--- src/rtc_consts.svh ---
// Constants of the relay threshold controller: timing, register map, fields, limits
`ifndef RTC_CONSTS_SVH
`define RTC_CONSTS_SVH
// Timing
`define RTC_CLK_PERIOD_NS 5
`define RTC_TENTH_S_NS 100000000
`define RTC_TENTHS_PER_STEP 60
`define RTC_CYC_W 25
`define RTC_SUB_W 6
// Per-relay block offsets inside each 32-byte slot
`define RTC_OFF_CFG 5'h00
`define RTC_OFF_THR1 5'h04
`define RTC_OFF_THR2 5'h08
`define RTC_OFF_HYSTERESIS_HALF_WIDTH 5'h0C
`define RTC_OFF_TON 5'h10
`define RTC_OFF_TURN_OFF_DELAY 5'h14
// Global registers
`define RTC_OFF_BUZZER_MENU 8'h80
`define RTC_OFF_TMO 8'h84
`define RTC_OFF_STATUS 8'h88
`define RTC_OFF_CMD 8'h8C
// Relay configuration fields
`define RTC_CFG_W 7
`define RTC_CFG_MODE 2:0
`define RTC_CFG_UNIT 3
`define RTC_CFG_REACT 5:4
`define RTC_CFG_PEAK 6
// Buzzer configuration fields
`define RTC_BUZZER_MENU_W 5
`define RTC_BUZZER_MENU_FAULT 0
`define RTC_BUZZER_MENU_RELAY_LSB 1
// Status fields
`define RTC_STAT_LINK 8
`define RTC_STAT_BUZ 9
`define RTC_STAT_MEAS 10
// Value limits
`define RTC_THR_MIN 16'hFC19
`define RTC_THR_MAX 16'h270F
`define RTC_LIM_999 10'h3E7
`endif

--- src/rtc_pkg.sv ---
// Types shared by the relay threshold controller modules
`include "rtc_consts.svh"
package rtc_pkg;
   typedef enum logic [2:0] {
      inactive_setting = 3'h0,
      mode_direct = 3'h1,
      mode_inverted = 3'h2,
      mode_inside = 3'h3,
      mode_outside = 3'h4,
      mode_bus = 3'h5
   } rtc_mode_e;
   typedef enum logic [1:0] {
      hold_state_setting = 2'h0,
      react_force_on = 2'h1,
      react_force_off = 2'h2
   } rtc_react_e;
   typedef logic [`RTC_CYC_W-1:0] rtc_cyc_t;
   typedef logic [`RTC_SUB_W-1:0] rtc_sub_t;
   typedef struct packed {
      rtc_cyc_t cyc;
      rtc_sub_t sub;
      logic tick_sec;
      logic tick_min;
   } rtc_tick_s;
   typedef struct packed {
      logic relay;
      logic lamp;
      logic [9:0] cnt;
   } rtc_chan_s;
endpackage

--- src/rtc_relay_chan.sv ---
// One relay channel: delay timing, fault override and output flops
`timescale 1ns/100ps
module rtc_relay_chan (
   input logic i_mclk,
   input logic i_rst_n,
   input logic i_tick,
   input logic i_want_on,
   input logic i_want_off,
   input logic [9:0] i_ton,
   input logic [9:0] i_turn_off_delay,
   input rtc_pkg::rtc_mode_e i_mode,
   input logic i_fault,
   input rtc_pkg::rtc_react_e i_react,
   input logic i_bus_cmd,
   output logic o_relay,
   output logic o_lamp
);
   rtc_pkg::rtc_chan_s st, next_st;
   logic pending;
   logic [9:0] limit;

   // Only the move away from the present state is timed
   assign pending = st.relay ? i_want_off : i_want_on;
   assign limit = st.relay ? i_turn_off_delay : i_ton;

   // Fault first, then setting, then the delayed threshold decision
   always_comb begin
      next_st = st;
      if (i_fault && i_react == rtc_pkg::react_force_on) begin
         next_st.relay = 1'b1;
         next_st.cnt = '0;
      end else if (i_fault && i_react == rtc_pkg::react_force_off) begin
         next_st.relay = 1'b0;
         next_st.cnt = '0;
      end else if (i_fault) begin
         next_st.cnt = '0; // Frozen state
      end else if (i_mode == rtc_pkg::inactive_setting) begin
         next_st.relay = 1'b0;
         next_st.cnt = '0;
      end else if (i_mode == rtc_pkg::mode_bus) begin
         next_st.relay = i_bus_cmd;
         next_st.cnt = '0;
      end else if (!pending) begin
         next_st.cnt = '0; // Interrupted wait starts over
      end else if (st.cnt >= limit) begin
         next_st.relay = !st.relay;
         next_st.cnt = '0;
      end else if (i_tick) begin
         next_st.cnt = st.cnt + 10'h001;
      end
      next_st.lamp = next_st.relay;
   end

   always_ff @(posedge i_mclk) begin
      if (!i_rst_n) begin
         st <= '0;
      end else begin
         st <= next_st;
      end
   end

   assign o_relay = st.relay;
   assign o_lamp = st.lamp;
endmodule

--- src/rtc_relay_threshold_ctrl.sv ---
// Relay, lamp and buzzer controller with APB register file
`timescale 1ns/100ps
`include "rtc_consts.svh"

// Functional notes
// - First threshold per relay, signed -999..9999, centre of the hysteresis band.
// - Second threshold is settable only in inside-band or outside-band setting.
// - Hysteresis 0..999; band is twice it; no change inside the band.
// - Inactive setting keeps the relay off unless the fault reaction forces it on.
// - Direct: on above threshold plus hysteresis, off below threshold minus it.
// - Inverted: off above threshold plus hysteresis, on below threshold minus it.
// - Inside band: on between lower-plus and upper-minus hysteresis, off outside.
// - Outside band: on above upper-plus or below lower-minus, off inside.
// - Upper and lower thresholds are the larger and smaller, in any order.
// - Bus-driven setting follows link commands only, ignoring the measurement.
// - Each lamp lights whenever its relay is closed, in every setting.
// - Link-commanded relay state is not kept across power loss.
// - Relay turns on after the on condition lasts the turn-on delay, 0..99.9.
// - Relay turns off after the off condition lasts the turn-off delay, 0..99.9.
// - A border crossing shorter than the delay leaves the relay unchanged.
// - Each relay counts its delays in seconds or minutes, per selector.
// - On fault the relay holds, is forced on, or forced off, per relay.
// - Threshold settings treat an out-of-range measurement as a fault.
// - Bus setting treats link silence beyond the timeout as a fault.
// - Force-on reaction energises the relay in a fault even when inactive.
// - Decisions use the present value or the peak while peak detection runs.
// - With its fault enable set, the buzzer sounds on any fault.
// - Relays one to four sound the buzzer on activation when enabled.
// - Any front-panel button silences the buzzer.
module rtc_relay_threshold_ctrl #(
   parameter int unsigned NUM_RELAYS = 4,
   parameter int unsigned TENTH_CYCLES = `RTC_TENTH_S_NS / `RTC_CLK_PERIOD_NS
) (
   input logic i_mclk,
   input logic i_rst_n,
   input logic i_psel,
   input logic i_penable,
   input logic i_pwrite,
   input logic [7:0] i_paddr,
   input logic [31:0] i_pwdata,
   output logic [31:0] o_prdata,
   output logic o_pready,
   output logic o_pslverr,
   input logic signed [15:0] i_meas_value,
   input logic signed [15:0] i_peak_value,
   input logic i_peak_active,
   input logic i_meas_fault,
   input logic i_link_rx,
   input logic i_link_cmd_valid,
   input logic [NUM_RELAYS-1:0] i_link_cmd,
   input logic i_button,
   output logic [NUM_RELAYS-1:0] o_relay,
   output logic [NUM_RELAYS-1:0] o_lamp,
   output logic o_buzzer
);
   // Address decode gives two index bits, so at most four relays
   localparam int N = NUM_RELAYS;

   typedef struct packed {
      logic [N-1:0][`RTC_CFG_W-1:0] cfg;
      logic [N-1:0][15:0] thr1;
      logic [N-1:0][15:0] thr2;
      logic [N-1:0][9:0] hysteresis_half_width;
      logic [N-1:0][9:0] ton;
      logic [N-1:0][9:0] turn_off_delay;
      logic [`RTC_BUZZER_MENU_W-1:0] buzzer_menu;
      logic [15:0] tmo;
      logic [15:0] silence;
      logic link_fault;
      logic [N-1:0] cmd;
      logic [N-1:0] relay_prev;
      logic fault_prev;
      logic buzzer;
      logic [31:0] prdata;
      logic pready;
      logic pslverr;
   } rtc_main_s;

   rtc_main_s st, next_st;
   logic tick_sec;
   logic tick_min;
   logic [N-1:0] relay;
   logic [N-1:0] lamp;
   logic [N-1:0] want_on;
   logic [N-1:0] want_off;
   logic [N-1:0] fault;
   logic [N-1:0] buzzer_menu_en;
   logic any_fault;
   logic access;
   logic wr_en;
   logic mapped;
   logic thr2_open;
   logic buz_set;
   logic [1:0] ridx;
   logic [4:0] roff;
   logic [31:0] rdata;
   rtc_pkg::rtc_mode_e sel_mode;

   // Out-of-range writes saturate rather than wrap
   function automatic logic [15:0] clamp_thr(input logic [31:0] w);
      logic signed [31:0] s;
      s = $signed(w);
      if (s < 32'($signed(`RTC_THR_MIN))) begin
         clamp_thr = `RTC_THR_MIN;
      end else if (s > 32'($signed(`RTC_THR_MAX))) begin
         clamp_thr = `RTC_THR_MAX;
      end else begin
         clamp_thr = w[15:0];
      end
   endfunction

   function automatic logic [9:0] clamp_lim(input logic [31:0] w);
      if (w > 32'(`RTC_LIM_999)) begin
         clamp_lim = `RTC_LIM_999;
      end else begin
         clamp_lim = w[9:0];
      end
   endfunction

   rtc_tick_gen #(
      .TENTH_CYCLES(TENTH_CYCLES)
   ) u_tick (
      .i_mclk(i_mclk),
      .i_rst_n(i_rst_n),
      .o_tick_sec(tick_sec),
      .o_tick_min(tick_min)
   );

   assign any_fault = i_meas_fault | st.link_fault;
   assign buzzer_menu_en = st.buzzer_menu[`RTC_BUZZER_MENU_RELAY_LSB +: N];

   // Per relay: input choice, band decision and the timed channel
   for (genvar g = 0; g < N; g++) begin : g_relay
      logic signed [17:0] v;
      logic signed [17:0] t;
      logic signed [17:0] t2;
      logic signed [17:0] lo;
      logic signed [17:0] hi;
      logic signed [17:0] h;
      logic on;
      logic off;
      rtc_pkg::rtc_mode_e mode;
      rtc_pkg::rtc_react_e react;

      assign mode = rtc_pkg::rtc_mode_e'(st.cfg[g][`RTC_CFG_MODE]);
      assign react = rtc_pkg::rtc_react_e'(st.cfg[g][`RTC_CFG_REACT]);
      // Peak is trusted only while the detector runs
      assign v = (st.cfg[g][`RTC_CFG_PEAK] && i_peak_active) ?
                 18'(i_peak_value) : 18'(i_meas_value);
      // Two bits of headroom so edge +/- hysteresis never wraps
      assign t = 18'($signed(st.thr1[g]));
      assign t2 = 18'($signed(st.thr2[g]));
      assign h = $signed(18'(st.hysteresis_half_width[g]));
      assign lo = (t < t2) ? t : t2;
      assign hi = (t < t2) ? t2 : t;

      // Both edges checked every cycle; between them nothing is wanted
      always_comb begin
         on = 1'b0;
         off = 1'b0;
         case (mode)
            rtc_pkg::mode_direct: begin
               on = v > t + h;
               off = v < t - h;
            end
            rtc_pkg::mode_inverted: begin
               on = v < t - h;
               off = v > t + h;
            end
            rtc_pkg::mode_inside: begin
               on = (v > lo + h) && (v < hi - h);
               off = (v < lo - h) || (v > hi + h);
            end
            rtc_pkg::mode_outside: begin
               on = (v > hi + h) || (v < lo - h);
               off = (v > lo + h) && (v < hi - h);
            end
            default: begin
               on = 1'b0;
               off = 1'b0;
            end
         endcase
      end

      assign want_on[g] = on;
      assign want_off[g] = off;
      // Fault source depends on what drives the relay
      assign fault[g] = (mode == rtc_pkg::mode_bus) ?
                        st.link_fault : i_meas_fault;

      rtc_relay_chan u_chan (
         .i_mclk(i_mclk),
         .i_rst_n(i_rst_n),
         .i_tick(st.cfg[g][`RTC_CFG_UNIT] ? tick_min : tick_sec),
         .i_want_on(on),
         .i_want_off(off),
         .i_ton(st.ton[g]),
         .i_turn_off_delay(st.turn_off_delay[g]),
         .i_mode(mode),
         .i_fault(fault[g]),
         .i_react(react),
         .i_bus_cmd(st.cmd[g]),
         .o_relay(relay[g]),
         .o_lamp(lamp[g])
      );
   end

   // APB decode; writes land on the edge that samples pready high
   assign access = i_psel & i_penable;
   assign wr_en = access & i_pwrite & st.pready;
   assign ridx = i_paddr[6:5];
   assign roff = i_paddr[4:0];
   assign sel_mode = rtc_pkg::rtc_mode_e'(st.cfg[ridx][`RTC_CFG_MODE]);
   assign thr2_open = (sel_mode == rtc_pkg::mode_inside) ||
                      (sel_mode == rtc_pkg::mode_outside);

   // Read mux and map check; misaligned or empty slots answer with an error
   always_comb begin
      rdata = '0;
      mapped = (i_paddr[1:0] == 2'h0);
      if (!i_paddr[7]) begin
         if (32'(ridx) >= N) begin
            mapped = 1'b0;
         end else begin
            case (roff)
               `RTC_OFF_CFG: rdata = 32'(st.cfg[ridx]);
               `RTC_OFF_THR1: rdata = {{16{st.thr1[ridx][15]}}, st.thr1[ridx]};
               `RTC_OFF_THR2: begin
                  if (thr2_open) begin
                     rdata = {{16{st.thr2[ridx][15]}}, st.thr2[ridx]};
                  end
               end
               `RTC_OFF_HYSTERESIS_HALF_WIDTH: rdata = 32'(st.hysteresis_half_width[ridx]);
               `RTC_OFF_TON: rdata = 32'(st.ton[ridx]);
               `RTC_OFF_TURN_OFF_DELAY: rdata = 32'(st.turn_off_delay[ridx]);
               default: mapped = 1'b0;
            endcase
         end
      end else begin
         case (i_paddr)
            `RTC_OFF_BUZZER_MENU: rdata = 32'(st.buzzer_menu);
            `RTC_OFF_TMO: rdata = 32'(st.tmo);
            `RTC_OFF_STATUS: begin
               rdata[N-1:0] = relay;
               rdata[`RTC_STAT_LINK] = st.link_fault;
               rdata[`RTC_STAT_BUZ] = st.buzzer;
               rdata[`RTC_STAT_MEAS] = i_meas_fault;
            end
            `RTC_OFF_CMD: rdata = 32'(st.cmd);
            default: mapped = 1'b0;
         endcase
      end
   end

   // Buzzer triggers: fault onset and fresh relay activations
   assign buz_set = (st.buzzer_menu[`RTC_BUZZER_MENU_FAULT] & any_fault & ~st.fault_prev) |
                    (|(relay & ~st.relay_prev & buzzer_menu_en));

   always_comb begin
      next_st = st;
      // One wait state: pready rises for one cycle per access
      next_st.pready = access & ~st.pready;
      next_st.pslverr = access & ~st.pready & ~mapped;
      if (access && !st.pready) begin
         next_st.prdata = i_pwrite ? '0 : rdata;
      end
      if (wr_en && mapped && !i_paddr[7]) begin
         case (roff)
            `RTC_OFF_CFG: next_st.cfg[ridx] = i_pwdata[`RTC_CFG_W-1:0];
            `RTC_OFF_THR1: next_st.thr1[ridx] = clamp_thr(i_pwdata);
            `RTC_OFF_THR2: begin
               if (thr2_open) begin
                  next_st.thr2[ridx] = clamp_thr(i_pwdata);
               end
            end
            `RTC_OFF_HYSTERESIS_HALF_WIDTH: next_st.hysteresis_half_width[ridx] = clamp_lim(i_pwdata);
            `RTC_OFF_TON: next_st.ton[ridx] = clamp_lim(i_pwdata);
            `RTC_OFF_TURN_OFF_DELAY: next_st.turn_off_delay[ridx] = clamp_lim(i_pwdata);
            default: next_st.cfg = st.cfg;
         endcase
      end else if (wr_en && mapped) begin
         case (i_paddr)
            `RTC_OFF_BUZZER_MENU: next_st.buzzer_menu = i_pwdata[`RTC_BUZZER_MENU_W-1:0];
            `RTC_OFF_TMO: next_st.tmo = i_pwdata[15:0];
            default: next_st.buzzer_menu = st.buzzer_menu;
         endcase
      end
      // Commanded states live only in flops and clear at reset
      if (i_link_cmd_valid) begin
         next_st.cmd = i_link_cmd;
      end
      // Silence counted in tenths of a second, saturating
      if (i_link_rx || i_link_cmd_valid) begin
         next_st.silence = '0;
      end else if (tick_sec && st.silence != 16'hFFFF) begin
         next_st.silence = st.silence + 16'h0001;
      end
      next_st.link_fault = (st.tmo != 16'h0000) && (st.silence > st.tmo);
      next_st.relay_prev = relay;
      next_st.fault_prev = any_fault;
      // A new trigger beats a button press in the same cycle
      if (buz_set) begin
         next_st.buzzer = 1'b1;
      end else if (i_button) begin
         next_st.buzzer = 1'b0;
      end
   end

   always_ff @(posedge i_mclk) begin
      if (!i_rst_n) begin
         st <= '0;
      end else begin
         st <= next_st;
      end
   end

   // Relay and lamp bits come from the channel flops
   assign o_prdata = st.prdata;
   assign o_pready = st.pready;
   assign o_pslverr = st.pslverr;
   assign o_relay = relay;
   assign o_lamp = lamp;
   assign o_buzzer = st.buzzer;
endmodule

--- src/rtc_tick_gen.sv ---
// Tenth-of-second and tenth-of-minute tick divider
`timescale 1ns/100ps
`include "rtc_consts.svh"
module rtc_tick_gen #(
   parameter int unsigned TENTH_CYCLES = `RTC_TENTH_S_NS / `RTC_CLK_PERIOD_NS
) (
   input logic i_mclk,
   input logic i_rst_n,
   output logic o_tick_sec,
   output logic o_tick_min
);
   localparam rtc_pkg::rtc_cyc_t CYC_LAST = rtc_pkg::rtc_cyc_t'(TENTH_CYCLES - 1);
   localparam rtc_pkg::rtc_sub_t SUB_LAST = rtc_pkg::rtc_sub_t'(`RTC_TENTHS_PER_STEP - 1);
   rtc_pkg::rtc_tick_s st, next_st;

   // Minute ticks are cut from second ticks, so both stay in phase
   always_comb begin
      next_st = st;
      next_st.tick_sec = 1'b0;
      next_st.tick_min = 1'b0;
      if (st.cyc == CYC_LAST) begin
         next_st.cyc = '0;
         next_st.tick_sec = 1'b1;
         if (st.sub == SUB_LAST) begin
            next_st.sub = '0;
            next_st.tick_min = 1'b1;
         end else begin
            next_st.sub = st.sub + 1'b1;
         end
      end else begin
         next_st.cyc = st.cyc + 1'b1;
      end
   end

   always_ff @(posedge i_mclk) begin
      if (!i_rst_n) begin
         st <= '0;
      end else begin
         st <= next_st;
      end
   end

   assign o_tick_sec = st.tick_sec;
   assign o_tick_min = st.tick_min;
endmodule
--- config.mk ---
export PLATFORM = sky130hd
export DESIGN_NAME = rtc_relay_threshold_ctrl
export DESIGN_NICKNAME = d
export VERILOG_FILES = /design/src/rtc_pkg.sv /design/src/rtc_relay_chan.sv /design/src/rtc_relay_threshold_ctrl.sv /design/src/rtc_tick_gen.sv
export VERILOG_INCLUDE_DIRS = /design/src
export SDC_FILE = /design/constraint.sdc
export NUM_CORES = 2
export LEC_CHECK = 0
export ABC_AREA = 1
export BUFFER_PORTS_ARGS = -buffer_cell sky130_fd_sc_hd__buf_2
export CAP_MARGIN = 30
export CORE_ASPECT_RATIO = 1.2
export CORE_MARGIN = 2
export CORE_UTILIZATION = 45
export DETAILED_ROUTE_END_ITERATION = 8
export SYNTH_ARGS = -nofsm -noshare
export SYNTH_HDL_FRONTEND = slang
export SYNTH_HIERARCHICAL = 1
export SYNTH_SLANG_ARGS = --single-unit
--- constraint.sdc ---
create_clock -name i_mclk -period 7.04 [get_ports i_mclk]
set_input_delay 0.352 -clock i_mclk [delete_from_list [all_inputs] [get_ports i_mclk]]
set_output_delay 0.352 -clock i_mclk [all_outputs]
set_load 0.02 [all_outputs]
==> results.sh <==
export IMPL_holdPathEnd="st[41]$_SDFFE_PN0P_"
export IMPL_dpl_instance_area_um2=50700
export IMPL_worstSetupPathType="flip-flop to flip-flop"
export IMPL_regArea_um2=8410
export IMPL_finalCritPeriodShare_pct=94.8
export IMPL_syn2layout_area_growth_pct=9.89
export IMPL_synth_edf_count=0
export IMPL_clock_path_buffers=3
export IMPL_final_common_cell="nand2_1"
export IMPL_design_area_um2=52400
export IMPL_dpl_hpwl_mm=152
export IMPL_clk_pin_slew_worst_paths_ns=0.06
export IMPL_cts_tree="built"
export IMPL_ys_ff_latch=420
export IMPL_final_nets=8136
export IMPL_initial_utilization_pct=45.5
export IMPL_firstDrtPassIters=9
export IMPL_avgSynthCellArea_um2=6.74
export IMPL_diodes=0
export IMPL_clock_latency_ns=0.61
export IMPL_final_fill_count=10816
export IMPL_yosysTopAreaCell="ha_1"
export IMPL_highest_layer="met5"
export IMPL_cts_root_buf="clkbuf_16"
export IMPL_min_path_type="input pin to flip-flop"
export IMPL_r2r_end="g_relay[2].u_chan/st[8]$_SDFFE_PP0P_"
export IMPL_yosys_warnings=6
export IMPL_routed_wl_mm=189
export IMPL_met3_length_mm=14.0
export IMPL_cts_sinks=420
export IMPL_cp_common_cell="nand2_1"
export IMPL_peakVddDrop_mv=0.214
export IMPL_cp_required_ns=7.58
export IMPL_wl_met2_mm=84.9
export IMPL_async_flop_share_pct=0
export IMPL_rr_worst_depth=39
export IMPL_die_area_um2=109000
export IMPL_synth_nets=7958
export IMPL_timing_fmax_ghz=0.150
export IMPL_grt_pass1_wl_mm=282
export IMPL_rows=130
export IMPL_start_kind="flip-flop"
export IMPL_rr_startpoint="g_relay[2].t2[15]$_SDFFE_PN0P_"
export IMPL_grt_overflow=0
export IMPL_hold_violations=0
export IMPL_cts_setup_buffers=0
export IMPL_max_stage_delay_ns=0.45
export IMPL_relSlewSlack_pct=29.6
export IMPL_grt_pass1_vias=46745
export IMPL_routabilityCongestion=1.01
export IMPL_num_io_pins=129
export IMPL_grt_total_usage_pct=33.7
export IMPL_numCtsBuffers=45
export IMPL_post_route_drc_count=0
export IMPL_drive_above_1_share_pct=9.68
export IMPL_hold_slack_ns=0.0254
export IMPL_wl_per_cell_um=21.8
export IMPL_ant_nets=0
export IMPL_cp_end_kind="flip-flop"
export IMPL_h_tree_depth=2
export IMPL_setup_violations_final=0
export IMPL_holdPathStages=3
export IMPL_min_from="i_link_cmd[1]"
export IMPL_p_leak_nw=24.1
export IMPL_slew_viol_final=0
export IMPL_synthTopCellsByArea="ha_1 (20%), dfxtp_1 (18%), nand2_1 (11%)"
export IMPL_status="finished clean"
export IMPL_maxCapViolations=0
export IMPL_dr_total_vias=49864
export IMPL_rrSetupSlack_ns=0.37
export IMPL_totalPowerFinal_mw=5.78
export IMPL_critPathSlowestCell="or3_1"
export IMPL_cp_arrival_ns=7.21
export IMPL_synth_top_area_share_pct=20.3
export IMPL_syn_cell_area_um2=47700
export IMPL_die_h_um=361
export IMPL_met1_length_mm=78.0
export IMPL_multiInputGateArea_um2=34700
export IMPL_synth_seq_area_share_pct=17.6
export IMPL_layout_common_cells="nand2_1 (1339), inv_1 (843), ha_1 (774)"
export IMPL_crit_fanout=10
export IMPL_fp_dieW_um=301
export IMPL_netlist_instances=7073
export IMPL_post_route_min_period_ns=6.67
export IMPL_design_core_area_um2=105000
export IMPL_viasPerCell=5.75
export IMPL_fin_skew_ns=0.0273
export IMPL_antenna_found_initial=3
export IMPL_synth_distinct_cells=70
export IMPL_drtIter0Drc=4943
export IMPL_port_buffers=128
export IMPL_tightestPinTransition_ns=1.05
export IMPL_cellPowerDensity_nw_per_um2=110
export IMPL_grt_max_degree=111
export IMPL_ys_flop_type="dfxtp_1"
[Yosys cell counts, drive strengths merged (24+ instances only)]
library cell     n
inv            876
nor4            31
a31oi           76
a21oi          672
ha             775
o21ai          713
a211oi          48
buf            117
nor3           132
nand2         1385
nand3          294
o22ai           44
dfxtp          420
clkbuf         138
fa              24
xor2           279
nor2           575
nand4           90
xnor2           37
o221ai          25
mux2i           36
a22oi           65
o211ai          30
o31ai           24
[worst max path at each step]
| stage | from | to | slack, ns | cells after the start |
|---|---|---|---|---|
| 2_1_floorplan | g_relay[0].t[9]$_SDFFE_PN0P_ | g_relay[0].u_chan/st[1]$_SDFFE_PP0P_ | 1.36 | 39 |
| 3_3_place_gp | g_relay[2].t2[15]$_SDFFE_PN0P_ | g_relay[2].u_chan/st[1]$_SDFFE_PP0P_ | 0.29 | 37 |
| 3_5_place_dp | g_relay[2].t2[15]$_SDFFE_PN0P_ | g_relay[2].u_chan/st[1]$_SDFFE_PP0P_ | 0.19 | 37 |
| 4_1_cts | g_relay[2].t2[15]$_SDFFE_PN0P_ | g_relay[2].u_chan/st[8]$_SDFFE_PP0P_ | 0.14 | 37 |
| 5_1_grt | g_relay[0].t2[9]$_SDFFE_PN0P_ | g_relay[0].u_chan/st[8]$_SDFFE_PP0P_ | -0.03 | 42 |
| 6_report | g_relay[2].t2[15]$_SDFFE_PN0P_ | g_relay[2].u_chan/st[8]$_SDFFE_PP0P_ | 0.37 | 39 |
[cell type report]
class	instances	share of cell area [%]
inverter	887	6.36
clock inverter	18	0.528
sequential	420	16.0
multi-input combinational	5512	66.3
tap	1386	3.31
clock buffer	64	2.50
timing repair buffer	385	5.01
[cells by family (layout without fill, tap and decap cells)]
kind of cell / after synthesis / count (layout) / synth area share (%)
simple gates: 2561 / 2562 / 23.4
compound gates: 1795 / 1795 / 21.2
buf+inv: 1142 / 1354 / 9.76
fa+ha+maj: 799 / 799 / 21.3
flops: 420 / 420 / 17.6
xor+xnor: 316 / 316 / 5.80
mux: 40 / 40 / 0.850
[worst max-delay path: cells and delay by family, from the launching register on]
| family | cells | cell delay [ns] |
|---|---|---|
| AO/OA/AOI/OAI | 7 | 1.20 |
| buffers and inverters | 5 | 0.61 |
| adder cells (fa/ha/maj) | 4 | 1.31 |
| XOR/XNOR | 1 | 0.09 |
| AND/OR/NAND/NOR | 22 | 2.93 |
| flip-flops | 1 | 0.42 |
[timing repair]
item	4_1_cts	5_1_grt
endpoints found under the setup margin	0	44
endpoints found under the hold margin	1	0
gates resized for setup	0	41
hold buffers	1	0
[sequential cells by signal, indices dropped and copies added (netlist names), 4 cells and up]
register               flops
g_relay.t                 64
g_relay.mode              12
u_tick/st                 31
buzzer_menu_en             4
g_relay.h                 40
st                       131
g_relay.u_chan/o_lamp      4
g_relay.react              8
g_relay.u_chan/st         40
g_relay.t2                64
o_prdata                  17
[metrics by stage]
step | cells | util (%) | TNS (ns) | worst slack (ns)
after detailed placement | 8587 | 48.3 | 0 | 0.191
after global placement | 8576 | 48.2 | 0 | 0.292
final | 8672 | 49.9 | 0 | 0.367
after CTS | 8670 | 49.8 | 0 | 0.144
after floorplan | 7073 | - | 0 | 1.36
after global routing | 8672 | 49.9 | -0.133 | -0.0345
[per-layer routing]
metal | up-vias | global-route usage [%]
li1 | 24309 | -
met1 | 23134 | 42.8
met2 | 1946 | 54.9
met3 | 469 | 4.86
met4 | 6 | 17.9
met5 | - | 0
[power by group]
part	switching, mW	leakage [nW]	internal [mW]
Sequential	0.00441	3.38	2.38
Combinational	0.538	19.9	0.244
Clock	1.09	0.780	1.52
No activity file was read; power rests on OpenSTA's default activity.
